==> config.mk <==
export PLATFORM = sky130hd
export DESIGN_NAME = spm_pin_mux
export DESIGN_NICKNAME = d
export VERILOG_FILES = /design/src/design/spm_pkg.sv /design/src/design/spm_pin_mux.sv
export SDC_FILE = /design/constraint.sdc
export NUM_CORES = 1
export LEC_CHECK = 0
export BUFFER_PORTS_ARGS = -buffer_cell sky130_fd_sc_hd__buf_2
export CAP_MARGIN = 20
export CORE_MARGIN = 10
export CORE_UTILIZATION = 44
export DETAILED_ROUTE_END_ITERATION = 8
export PLACE_DENSITY = 0.9
export RECOVER_POWER = 25
export SLEW_MARGIN = 20
export SYNTH_ARGS = -nofsm -noshare
export SYNTH_HDL_FRONTEND = slang
export SYNTH_SLANG_ARGS = --single-unit
==> constraint.sdc <==
create_clock -name CLK_IN -period 0.9 [get_ports CLK_IN]
set_clock_uncertainty 0.05 [all_clocks]
set_input_delay 0.135 -clock CLK_IN [delete_from_list [all_inputs] [get_ports CLK_IN]]
set_output_delay 0.135 -clock CLK_IN [all_outputs]
set_load 0.01 [all_outputs]
==> src/design/spm_pkg.sv <==
package spm_pkg;

	// ************************************************************
	// Pin counts and layout
	// ************************************************************
	localparam int PORT_A_PINS = 6; // Port A bits 0..5
	localparam int PORT_B_PINS = 8; // Port B bits 0..7
	localparam int ANALOG_CHANNELS = 10; // Analog channels 0..9
	localparam int KEYBOARD_INPUTS = 6; // Keyboard inputs 0..5
	localparam int TIMER_CHANNELS = 4; // Timer channels 0..3
	localparam int SPI_PINS = 4; // Clock, MOSI, MISO, select

	// Port A pin positions
	localparam int PA_BIT2 = 2; // Interrupt / timer clock pin
	localparam int PA_BIT3 = 3; // Reset pin
	localparam int PA_BIT4 = 4; // Oscillator output pin
	localparam int PA_BIT5 = 5; // Oscillator input pin
	// Port B pin positions
	localparam int PB_BIT4 = 4; // Serial receive pin
	localparam int PB_BIT5 = 5; // Serial transmit pin
	localparam int PB_BIT6 = 6; // Timer channel 2 pin
	localparam int PB_BIT7 = 7; // Timer channel 3 pin

	// Analog and timer channel offsets
	localparam int AN_PA_LOW = 0; // Port A bits 0,1 -> channels 0,1
	localparam int AN_PA_OSC = 2; // Port A bits 4,5 -> channels 2,3
	localparam int AN_PB = 4; // Port B bits 0..5 -> channels 4..9
	localparam int TIMER_PB_BASE = 2; // Timer channels 2,3 on port B 6,7

	// Reset values: output enable is active low, so all ones means all input
	localparam logic [PORT_A_PINS-1:0] PA_OE_N_RESET = 6'h3F;
	localparam logic [PORT_B_PINS-1:0] PB_OE_N_RESET = 8'hFF;
	localparam logic [PORT_A_PINS-1:0] PA_ZERO = 6'h00;
	localparam logic [PORT_B_PINS-1:0] PB_ZERO = 8'h00;

	// ************************************************************
	// Grouped carriers
	// ************************************************************
	// Enables and drive of one port from its general function
	typedef struct packed {
		logic [PORT_B_PINS-1:0] dir_out; // 1 = port drives pin
		logic [PORT_B_PINS-1:0] data; // Port output latch
	} spm_port_drive_s;

	// Drive request of a bidirectional peripheral pin
	typedef struct packed {
		logic en; // Function enabled
		logic oe; // Function wants to drive
		logic val; // Value it drives
	} spm_func_s;

	// Owner of a pin after priority resolution
	typedef enum logic [2:0] {
		SPM_OWN_PORT,
		SPM_OWN_ANALOG,
		SPM_OWN_TIMER,
		SPM_OWN_KBD,
		SPM_OWN_SYS,
		SPM_OWN_SERIAL
	} spm_owner_e;

endpackage

==> src/design/spm_pin_mux.sv <==
// Overview of operation
// After reset all pins are plain inputs
// Port A 0,1: analog, timer, keyboard, port
// Port A 2: interrupt, timer clock, keyboard, port
// Port A 3: reset, keyboard, port
// Port A 4,5: oscillator, analog, keyboard, port
// Port B 0-3: analog, SPI, port
// Port B 4,5: analog, serial, port
// Port B 6,7: timer channel, else port
// Analog selection does not override other modules
// Transmit is output, receive is bidirectional
// Port A bit 2 never drives pin
// Owner resolved from enables; inputs fan out
module spm_pin_mux (
	input wire logic CLK_IN, // 10 MHz system clock
	input wire logic RST_IN, // Synchronous reset, active high
	// Pins
	input wire logic [spm_pkg::PORT_A_PINS-1:0] PA_PIN_IN, // Port A pin levels
	output logic [spm_pkg::PORT_A_PINS-1:0] PA_PIN_OUT, // Port A pin drive value
	output logic [spm_pkg::PORT_A_PINS-1:0] PA_PIN_OE_N_OUT, // Port A enable, low drives
	input wire logic [spm_pkg::PORT_B_PINS-1:0] PB_PIN_IN, // Port B pin levels
	output logic [spm_pkg::PORT_B_PINS-1:0] PB_PIN_OUT, // Port B pin drive value
	output logic [spm_pkg::PORT_B_PINS-1:0] PB_PIN_OE_N_OUT, // Port B enable, low drives
	// General port function
	input wire spm_pkg::spm_port_drive_s PA_PORT_IN, // Port A direction/data (low 6 used)
	input wire spm_pkg::spm_port_drive_s PB_PORT_IN, // Port B direction/data
	output logic [spm_pkg::PORT_A_PINS-1:0] PA_PORT_DATA_OUT, // Port A read value
	output logic [spm_pkg::PORT_B_PINS-1:0] PB_PORT_DATA_OUT, // Port B read value
	// Analog inputs
	input wire logic [spm_pkg::ANALOG_CHANNELS-1:0] ANALOG_EN_IN, // Analog channel selects
	output logic [spm_pkg::ANALOG_CHANNELS-1:0] ANALOG_CHANNEL_INPUT_OUT, // Level to converter
	// Timer channels
	input wire spm_pkg::spm_func_s [spm_pkg::TIMER_CHANNELS-1:0] TIMER_CH_IN, // Channel drive requests
	output logic [spm_pkg::TIMER_CHANNELS-1:0] TIMER_CHANNEL_PIN_OUT, // Channel capture inputs
	input wire logic TIMER_CLK_EN_IN, // Timer external clock selected
	output logic TIMER_CLOCK_INPUT_OUT, // External timer clock level
	// Keyboard
	input wire logic [spm_pkg::KEYBOARD_INPUTS-1:0] KBD_EN_IN, // Keyboard input enables
	output logic [spm_pkg::KEYBOARD_INPUTS-1:0] KEYBOARD_INTERRUPT_INPUT_OUT, // Keyboard levels
	// System functions
	input wire logic EXT_IRQ_EN_IN, // External interrupt pin enabled
	output logic EXT_IRQ_OUT, // External interrupt level
	input wire logic EXT_RESET_EN_IN, // Reset pin function enabled
	output logic EXT_RESET_N_OUT, // Reset pin level, active low
	input wire logic OSC_IN_EN_IN, // Oscillator input pin in use
	output logic OSCILLATOR_INPUT_PIN_OUT, // Oscillator input level
	input wire logic OSC_OUT_EN_IN, // Oscillator output pin in use
	input wire logic OSC_OUT_VAL_IN, // Oscillator output level
	// SPI
	input wire spm_pkg::spm_func_s [spm_pkg::SPI_PINS-1:0] SPI_IN, // Clock, MOSI, MISO, select
	output logic [spm_pkg::SPI_PINS-1:0] SPI_PIN_OUT, // SPI pin levels
	// Serial interface
	input wire spm_pkg::spm_func_s SER_RX_IN, // Receive pin request
	input wire logic SER_TX_EN_IN, // Transmitter enabled
	input wire logic SER_TX_VAL_IN, // Transmit level
	output logic SER_RX_OUT // Receive level
);

	// ************************************************************
	// Input synchronisers
	// ************************************************************
	// Pins are asynchronous: three stages, a change counts when 2 and 3 agree
	logic [spm_pkg::PORT_A_PINS-1:0] pa_s1_reg, pa_s2_reg, pa_s3_reg, pa_clean_reg;
	logic [spm_pkg::PORT_B_PINS-1:0] pb_s1_reg, pb_s2_reg, pb_s3_reg, pb_clean_reg;
	logic [spm_pkg::PORT_A_PINS-1:0] pa_clean_next;
	logic [spm_pkg::PORT_B_PINS-1:0] pb_clean_next;

	// Accept a new level only when the two later stages agree
	always_comb begin
		pa_clean_next = pa_clean_reg;
		pb_clean_next = pb_clean_reg;
		for (int i = 0; i < spm_pkg::PORT_A_PINS; i++) begin
			if (pa_s2_reg[i] == pa_s3_reg[i]) begin
				pa_clean_next[i] = pa_s3_reg[i];
			end
		end
		for (int i = 0; i < spm_pkg::PORT_B_PINS; i++) begin
			if (pb_s2_reg[i] == pb_s3_reg[i]) begin
				pb_clean_next[i] = pb_s3_reg[i];
			end
		end
	end

	// Sync chain registers
	always_ff @(posedge CLK_IN) begin
		if (RST_IN) begin
			pa_s1_reg <= spm_pkg::PA_ZERO;
			pa_s2_reg <= spm_pkg::PA_ZERO;
			pa_s3_reg <= spm_pkg::PA_ZERO;
			pa_clean_reg <= spm_pkg::PA_ZERO;
			pb_s1_reg <= spm_pkg::PB_ZERO;
			pb_s2_reg <= spm_pkg::PB_ZERO;
			pb_s3_reg <= spm_pkg::PB_ZERO;
			pb_clean_reg <= spm_pkg::PB_ZERO;
		end else begin
			pa_s1_reg <= PA_PIN_IN;
			pa_s2_reg <= pa_s1_reg;
			pa_s3_reg <= pa_s2_reg;
			pa_clean_reg <= pa_clean_next;
			pb_s1_reg <= PB_PIN_IN;
			pb_s2_reg <= pb_s1_reg;
			pb_s3_reg <= pb_s2_reg;
			pb_clean_reg <= pb_clean_next;
		end
	end

	// ************************************************************
	// Ownership resolution
	// ************************************************************
	spm_pkg::spm_owner_e pa_owner [spm_pkg::PORT_A_PINS];
	spm_pkg::spm_owner_e pb_owner [spm_pkg::PORT_B_PINS];
	logic [spm_pkg::PORT_A_PINS-1:0] pa_oe_n_next, pa_val_next;
	logic [spm_pkg::PORT_B_PINS-1:0] pb_oe_n_next, pb_val_next;

	// Port A priority chains; analog owner never drives so it overrides nothing
	always_comb begin
		for (int i = 0; i < spm_pkg::PORT_A_PINS; i++) begin
			pa_owner[i] = spm_pkg::SPM_OWN_PORT;
			if (i == spm_pkg::PA_BIT2) begin
				if (EXT_IRQ_EN_IN) pa_owner[i] = spm_pkg::SPM_OWN_SYS;
				else if (TIMER_CLK_EN_IN) pa_owner[i] = spm_pkg::SPM_OWN_TIMER;
				else if (KBD_EN_IN[i]) pa_owner[i] = spm_pkg::SPM_OWN_KBD;
			end else if (i == spm_pkg::PA_BIT3) begin
				if (EXT_RESET_EN_IN) pa_owner[i] = spm_pkg::SPM_OWN_SYS;
				else if (KBD_EN_IN[i]) pa_owner[i] = spm_pkg::SPM_OWN_KBD;
			end else if (i >= spm_pkg::PA_BIT4) begin
				if ((i == spm_pkg::PA_BIT4) ? OSC_OUT_EN_IN : OSC_IN_EN_IN) begin
					pa_owner[i] = spm_pkg::SPM_OWN_SYS;
				end else if (ANALOG_EN_IN[i - spm_pkg::PA_BIT4 + spm_pkg::AN_PA_OSC]) begin
					pa_owner[i] = spm_pkg::SPM_OWN_ANALOG;
				end else if (KBD_EN_IN[i]) begin
					pa_owner[i] = spm_pkg::SPM_OWN_KBD;
				end
			end else begin
				if (ANALOG_EN_IN[i + spm_pkg::AN_PA_LOW]) pa_owner[i] = spm_pkg::SPM_OWN_ANALOG;
				else if (TIMER_CH_IN[i].en) pa_owner[i] = spm_pkg::SPM_OWN_TIMER;
				else if (KBD_EN_IN[i]) pa_owner[i] = spm_pkg::SPM_OWN_KBD;
			end
		end
	end

	// Port A drive; analog owner falls through to lower enabled drivers
	always_comb begin
		for (int i = 0; i < spm_pkg::PORT_A_PINS; i++) begin
			pa_oe_n_next[i] = ~PA_PORT_IN.dir_out[i];
			pa_val_next[i] = PA_PORT_IN.data[i];
			if (i == spm_pkg::PA_BIT2) begin
				pa_oe_n_next[i] = 1'b1;
				pa_val_next[i] = 1'b0;
			end else if (pa_owner[i] == spm_pkg::SPM_OWN_SYS) begin
				pa_oe_n_next[i] = ~(i == spm_pkg::PA_BIT4);
				pa_val_next[i] = (i == spm_pkg::PA_BIT4) & OSC_OUT_VAL_IN;
			end else if (pa_owner[i] == spm_pkg::SPM_OWN_KBD) begin
				pa_oe_n_next[i] = 1'b1;
				pa_val_next[i] = 1'b0;
			end else if (i < spm_pkg::PA_BIT2 && TIMER_CH_IN[i].en) begin
				// Timer wins over port even when analog is selected
				pa_oe_n_next[i] = ~TIMER_CH_IN[i].oe;
				pa_val_next[i] = TIMER_CH_IN[i].val;
			end else if (pa_owner[i] == spm_pkg::SPM_OWN_ANALOG && i >= spm_pkg::PA_BIT4 && KBD_EN_IN[i]) begin
				pa_oe_n_next[i] = 1'b1;
				pa_val_next[i] = 1'b0;
			end else if (pa_owner[i] == spm_pkg::SPM_OWN_ANALOG && i < spm_pkg::PA_BIT2 && KBD_EN_IN[i]) begin
				pa_oe_n_next[i] = 1'b1;
				pa_val_next[i] = 1'b0;
			end
		end
	end

	// Port B priority chains and drive
	always_comb begin
		for (int i = 0; i < spm_pkg::PORT_B_PINS; i++) begin
			pb_owner[i] = spm_pkg::SPM_OWN_PORT;
			pb_oe_n_next[i] = ~PB_PORT_IN.dir_out[i];
			pb_val_next[i] = PB_PORT_IN.data[i];
			if (i >= spm_pkg::PB_BIT6) begin
				if (TIMER_CH_IN[i - spm_pkg::PB_BIT6 + spm_pkg::TIMER_PB_BASE].en) begin
					pb_owner[i] = spm_pkg::SPM_OWN_TIMER;
					pb_oe_n_next[i] = ~TIMER_CH_IN[i - spm_pkg::PB_BIT6 + spm_pkg::TIMER_PB_BASE].oe;
					pb_val_next[i] = TIMER_CH_IN[i - spm_pkg::PB_BIT6 + spm_pkg::TIMER_PB_BASE].val;
				end
			end else begin
				if (ANALOG_EN_IN[i + spm_pkg::AN_PB]) pb_owner[i] = spm_pkg::SPM_OWN_ANALOG;
				else if (i < spm_pkg::PB_BIT4 && SPI_IN[i].en) pb_owner[i] = spm_pkg::SPM_OWN_SERIAL;
				else if (i == spm_pkg::PB_BIT4 && SER_RX_IN.en) pb_owner[i] = spm_pkg::SPM_OWN_SERIAL;
				else if (i == spm_pkg::PB_BIT5 && SER_TX_EN_IN) pb_owner[i] = spm_pkg::SPM_OWN_SERIAL;
				// Analog does not block the peripheral underneath
				if (i < spm_pkg::PB_BIT4 && SPI_IN[i].en) begin
					pb_oe_n_next[i] = ~SPI_IN[i].oe;
					pb_val_next[i] = SPI_IN[i].val;
				end else if (i == spm_pkg::PB_BIT4 && SER_RX_IN.en) begin
					pb_oe_n_next[i] = ~SER_RX_IN.oe;
					pb_val_next[i] = SER_RX_IN.val;
				end else if (i == spm_pkg::PB_BIT5 && SER_TX_EN_IN) begin
					pb_oe_n_next[i] = 1'b0;
					pb_val_next[i] = SER_TX_VAL_IN;
				end
			end
		end
	end

	// ************************************************************
	// Output registers
	// ************************************************************
	// Every pin is released at reset regardless of enables
	always_ff @(posedge CLK_IN) begin
		if (RST_IN) begin
			PA_PIN_OE_N_OUT <= spm_pkg::PA_OE_N_RESET;
			PA_PIN_OUT <= spm_pkg::PA_ZERO;
			PB_PIN_OE_N_OUT <= spm_pkg::PB_OE_N_RESET;
			PB_PIN_OUT <= spm_pkg::PB_ZERO;
		end else begin
			PA_PIN_OE_N_OUT <= pa_oe_n_next;
			PA_PIN_OUT <= pa_val_next;
			PB_PIN_OE_N_OUT <= pb_oe_n_next;
			PB_PIN_OUT <= pb_val_next;
		end
	end

	// Inputs reach every listener but the reset level whether or not it owns the pin
	always_ff @(posedge CLK_IN) begin
		if (RST_IN) begin
			PA_PORT_DATA_OUT <= spm_pkg::PA_ZERO;
			PB_PORT_DATA_OUT <= spm_pkg::PB_ZERO;
			ANALOG_CHANNEL_INPUT_OUT <= '0;
			TIMER_CHANNEL_PIN_OUT <= '0;
			TIMER_CLOCK_INPUT_OUT <= 1'b0;
			KEYBOARD_INTERRUPT_INPUT_OUT <= '0;
			EXT_IRQ_OUT <= 1'b0;
			EXT_RESET_N_OUT <= 1'b1;
			OSCILLATOR_INPUT_PIN_OUT <= 1'b0;
			SPI_PIN_OUT <= '0;
			SER_RX_OUT <= 1'b1;
		end else begin
			PA_PORT_DATA_OUT <= pa_clean_reg;
			PB_PORT_DATA_OUT <= pb_clean_reg;
			ANALOG_CHANNEL_INPUT_OUT <= {pb_clean_reg[spm_pkg::PB_BIT5:0],
				pa_clean_reg[spm_pkg::PA_BIT5:spm_pkg::PA_BIT4], pa_clean_reg[1:0]};
			TIMER_CHANNEL_PIN_OUT <= {pb_clean_reg[spm_pkg::PB_BIT7:spm_pkg::PB_BIT6], pa_clean_reg[1:0]};
			TIMER_CLOCK_INPUT_OUT <= pa_clean_reg[spm_pkg::PA_BIT2];
			KEYBOARD_INTERRUPT_INPUT_OUT <= pa_clean_reg;
			EXT_IRQ_OUT <= pa_clean_reg[spm_pkg::PA_BIT2];
			// Reset level reads high unless the function is enabled
			EXT_RESET_N_OUT <= ~EXT_RESET_EN_IN | pa_clean_reg[spm_pkg::PA_BIT3];
			OSCILLATOR_INPUT_PIN_OUT <= pa_clean_reg[spm_pkg::PA_BIT5];
			SPI_PIN_OUT <= pb_clean_reg[spm_pkg::SPI_PINS-1:0];
			SER_RX_OUT <= pb_clean_reg[spm_pkg::PB_BIT4];
		end
	end

endmodule // spm_pin_mux

==> summary.txt <==
Clocking
  – Clock Tree Buf Depth: 2
  – Clk sinks: 98
  – CTS Buf Count: 9
  – CTS root buffer: clkbuf_8
  – TritonCTS clock tree: done
  – H-tree levels: 3
  – Later-pin clock latency in the skew report: 0.35 ns
  – Reg clk slew, reported paths: 0.09 ns
  – # Post-CTS Setup Buffers: 0

Worst setup path
  – Buf/Inv on CP: 1
  – Max incr delay on CP: 0.39 ns
  – Crit-path leading delay family: flip-flops
  – WP data required: 0.71 ns
  – CP Cell Sequence: buf_6
  – Kind of critical path: reg2out
  – Worst Setup Start Kind: flip-flop
  – Nature of the critical path endpoint: output port
  – Slowest-stage cell, CP: dfxtp_4
  – CP arrival: 0.85 ns
  – Worst-path maximum fanout: 3

Power
  – Static Leak: 2.16 nW
  – Pwr Density: 1680 nW/um^2
  – Switching pwr: 1.86 mW
  – Internal: 6.34 mW
  – Tot Pwr: 8.19 mW
  – Worst VDD drop: 1.36 mV
  – Comb power frac: 0.101
  – Net Sw Frac: 0.227
  – Seq pwr share: 0.553
  – Clock share of power: 0.346

Hold path
  – Min-Delay Path Class: in2reg

Timing
  – Fmax: 0.966 GHz
  – Final setup TNS: -6.96 ns
  – Transition time at the pin with the least slew margin: 0.553 ns
  – Rel. slew slack: 0.632
  – Final Setup Violations: 74
  – Final Hold Viols: 0
  – Setup slack after layout: -0.135 ns
  – RSZ-0062 raised after global routing: yes
  – Final Max Slew Viols: 0
  – Minimum clock period: 1.03 ns
  – Period utilization: 1.15

Synth
  – Net Count, Synth: 391
  – Synth top area share: 0.619
  – Synth top area cells: dfxtp_1, nor2b_1, buf_4
  – Cell taking the most area after synthesis: dfxtp_1
  – Commonest cells in the netlist: dfxtp_1, nor2b_1, buf_4, nand2_1, a21oi_1
  – Yosys cell types: 22
  – Cells after Synth: 292
  – Top FF cell, synth: dfxtp_1
  – Yosys warning total: 0
  – EDFF count, synth: 0
  – Post-Syn Area: 3170 sq um
  – Ys async rst share: 0
  – Most frequent cell after synthesis: dfxtp_1
  – Mean area per synthesized cell: 10.9 sq um
  – Sequential fraction of the synthesis area: 0.619
  – Synthesized flop and latch total: 98

Outcome
  – Status: finished, violations left
  – Failing checks: negative setup slack

Detailed routing
  – Vias per cell: 4.59
  – Final ANT Viol Nets: 0
  – Routed wire length: 9680 microns
  – Initial detailed-routing violation count: 25
  – Initial DRT Pass Iterations: 4
  – Routed len/inst: 17.2 microns
  – DR vias: 2591
  – Drc violations: 0

Floorplanning
  – Ports: 170
  – Die area: 11000 sq um
  – Initial core utilization: 0.459
  – Row count: 30
  – Core area: 6910 sq um
  – Die width: 105 microns
  – Die height: 105 microns

Cells and area
  – Final Non-Filler Cells: 564
  – Area of the multi-input gates: 925 sq um
  – Proportion of layout cells with a drive suffix above 1: 0.455
  – Filler instances: 474
  – Nets: 562
  – # diodes: 0
  – Sequential cell area: 2020 sq um
  – Layout area overhead: 53.5%

Global routing
  – Gr ovfl total: 0
  – Largest net degree at the start of global routing: 30
  – Initial antenna violation count: 0
  – Vias in the first global route: 2716
  – Global-route wire length before repair: 14100 microns
  – Total Routing Usage GR: 0.158

Place
  – Placed cell count: 505
  – Hpwl dp: 6030 microns
  – IO buf count: 148
  – Gpl congestion: 0.843

Run
  – Max Cap Viol: 0
## metrics by stage
stage	setup WS (ns)	hold WS [ns]	utilization	cell area [sq um]
2_1_floorplan	0.145	0.147	-	3170
3_3_place_gp	-0.00909	0.246	0.554	3820
3_5_place_dp	-0.0543	0.252	0.554	3820
5_1_grt	-0.187	0.00540	0.705	4870
4_1_cts	-0.158	0.00230	0.680	4690
6_report	-0.135	0.0222	0.705	4870
## final timing paths
path / start / to / slack [ns] / depth (start not counted)
worst min-delay path: SPI_IN[11] / PB_PIN_OUT[3]$_SDFF_PP0_ / 0.02 / 3
worst max register to register: pb_clean_reg[4]$_SDFFE_PP0N_ / SER_RX_OUT$_SDFF_PP1_ / 0.12 / 1
worst min register to register: pb_s1_reg[4]$_SDFF_PP0_ / pb_s2_reg[4]$_SDFF_PP0_ / 0.39 / 1
worst max-delay path: PB_PORT_DATA_OUT[3]$_SDFF_PP0_ / ANALOG_CHANNEL_INPUT_OUT[7] / -0.13 / 1
## layout make-up
type | count | share of cell area
Sequential cell | 98 | 0.415
Clock inverter | 5 | 0.0126
Tap cell | 96 | 0.0247
Timing Repair Buffer | 199 | 0.328
Inverter | 1 | 0.000771
Clock buffer | 11 | 0.0290
Multi-Input combinational cell | 154 | 0.190
## cells in the final DEF, fill, tap and decap left out
| master | Yosys | final |
|---|---|---|
| nand3b_1 | 1 | 1 |
| or3b_1 | 3 | 3 |
| nor2_1 | 8 | 8 |
| buf_2 | 6 | 89 |
| a31oi_1 | 2 | 2 |
| nor3_2 | 2 | 2 |
| or2_2 | 1 | 1 |
| dlygate4sd3_1 | 0 | 44 |
| nand2_1 | 26 | 26 |
| nor4b_1 | 1 | 1 |
| bufinv_16 | 0 | 1 |
| nor4b_2 | 1 | 1 |
| dfxtp_2 | 0 | 25 |
| clkinv_4 | 0 | 2 |
| buf_4 | 32 | 4 |
| o21ai_0 | 14 | 14 |
| inv_2 | 1 | 1 |
| mux2_2 | 7 | 7 |
| clkbuf_1 | 0 | 3 |
| dfxtp_1 | 98 | 65 |
| mux2i_1 | 8 | 8 |
| clkbuf_2 | 0 | 2 |
| clkbuf_8 | 0 | 10 |
| conb_1 | 2 | 2 |
| buf_6 | 1 | 57 |
| nor2b_1 | 57 | 57 |
| inv_6 | 0 | 1 |
| buf_12 | 0 | 1 |
| and2_1 | 2 | 2 |
| o21ai_1 | 2 | 2 |
| clkinv_2 | 0 | 1 |
| a21oi_1 | 17 | 17 |
| dfxtp_4 | 0 | 8 |
## power by group through the flow
stage          sequential, mW  clock, mW  combinational, mW
6_report                 4.53       2.84              0.825
5_1_grt                  4.55       3.08              0.881
4_1_cts                  4.53       2.88              0.759
3_5_place_dp             4.63          0              0.585
3_3_place_gp             4.62          0              0.561
2_1_floorplan            4.66          0              0.232
## cells by family after synthesis
logic type             Yosys count  synth area share
AO/OA/AOI/OAI                   35            0.0560
buffers and inverters           40            0.0899
flip-flops                      98             0.619
multiplexers                    15            0.0501
other                            2           0.00237
AND/OR/NAND/NOR                102             0.183
## timing repair
action                                  4_1_cts  5_1_grt
hold endpoints to repair                     32        0
pin swaps                                     0        2
endpoints found under the setup margin       69       71
hold buffers                                 44        0
gates resized for setup                      55       49
## metal layers
metal,up-vias,share of wire,track usage,wire length (microns)
li1,1246,-,-,-
met1,1178,0.39,0.161,3730
met2,145,0.51,0.282,4930
met3,22,0.082,0.0670,795
met4,0,0.024,0.0578,229
met5,-,0,0,0
Power figures use the tool's default switching activity.
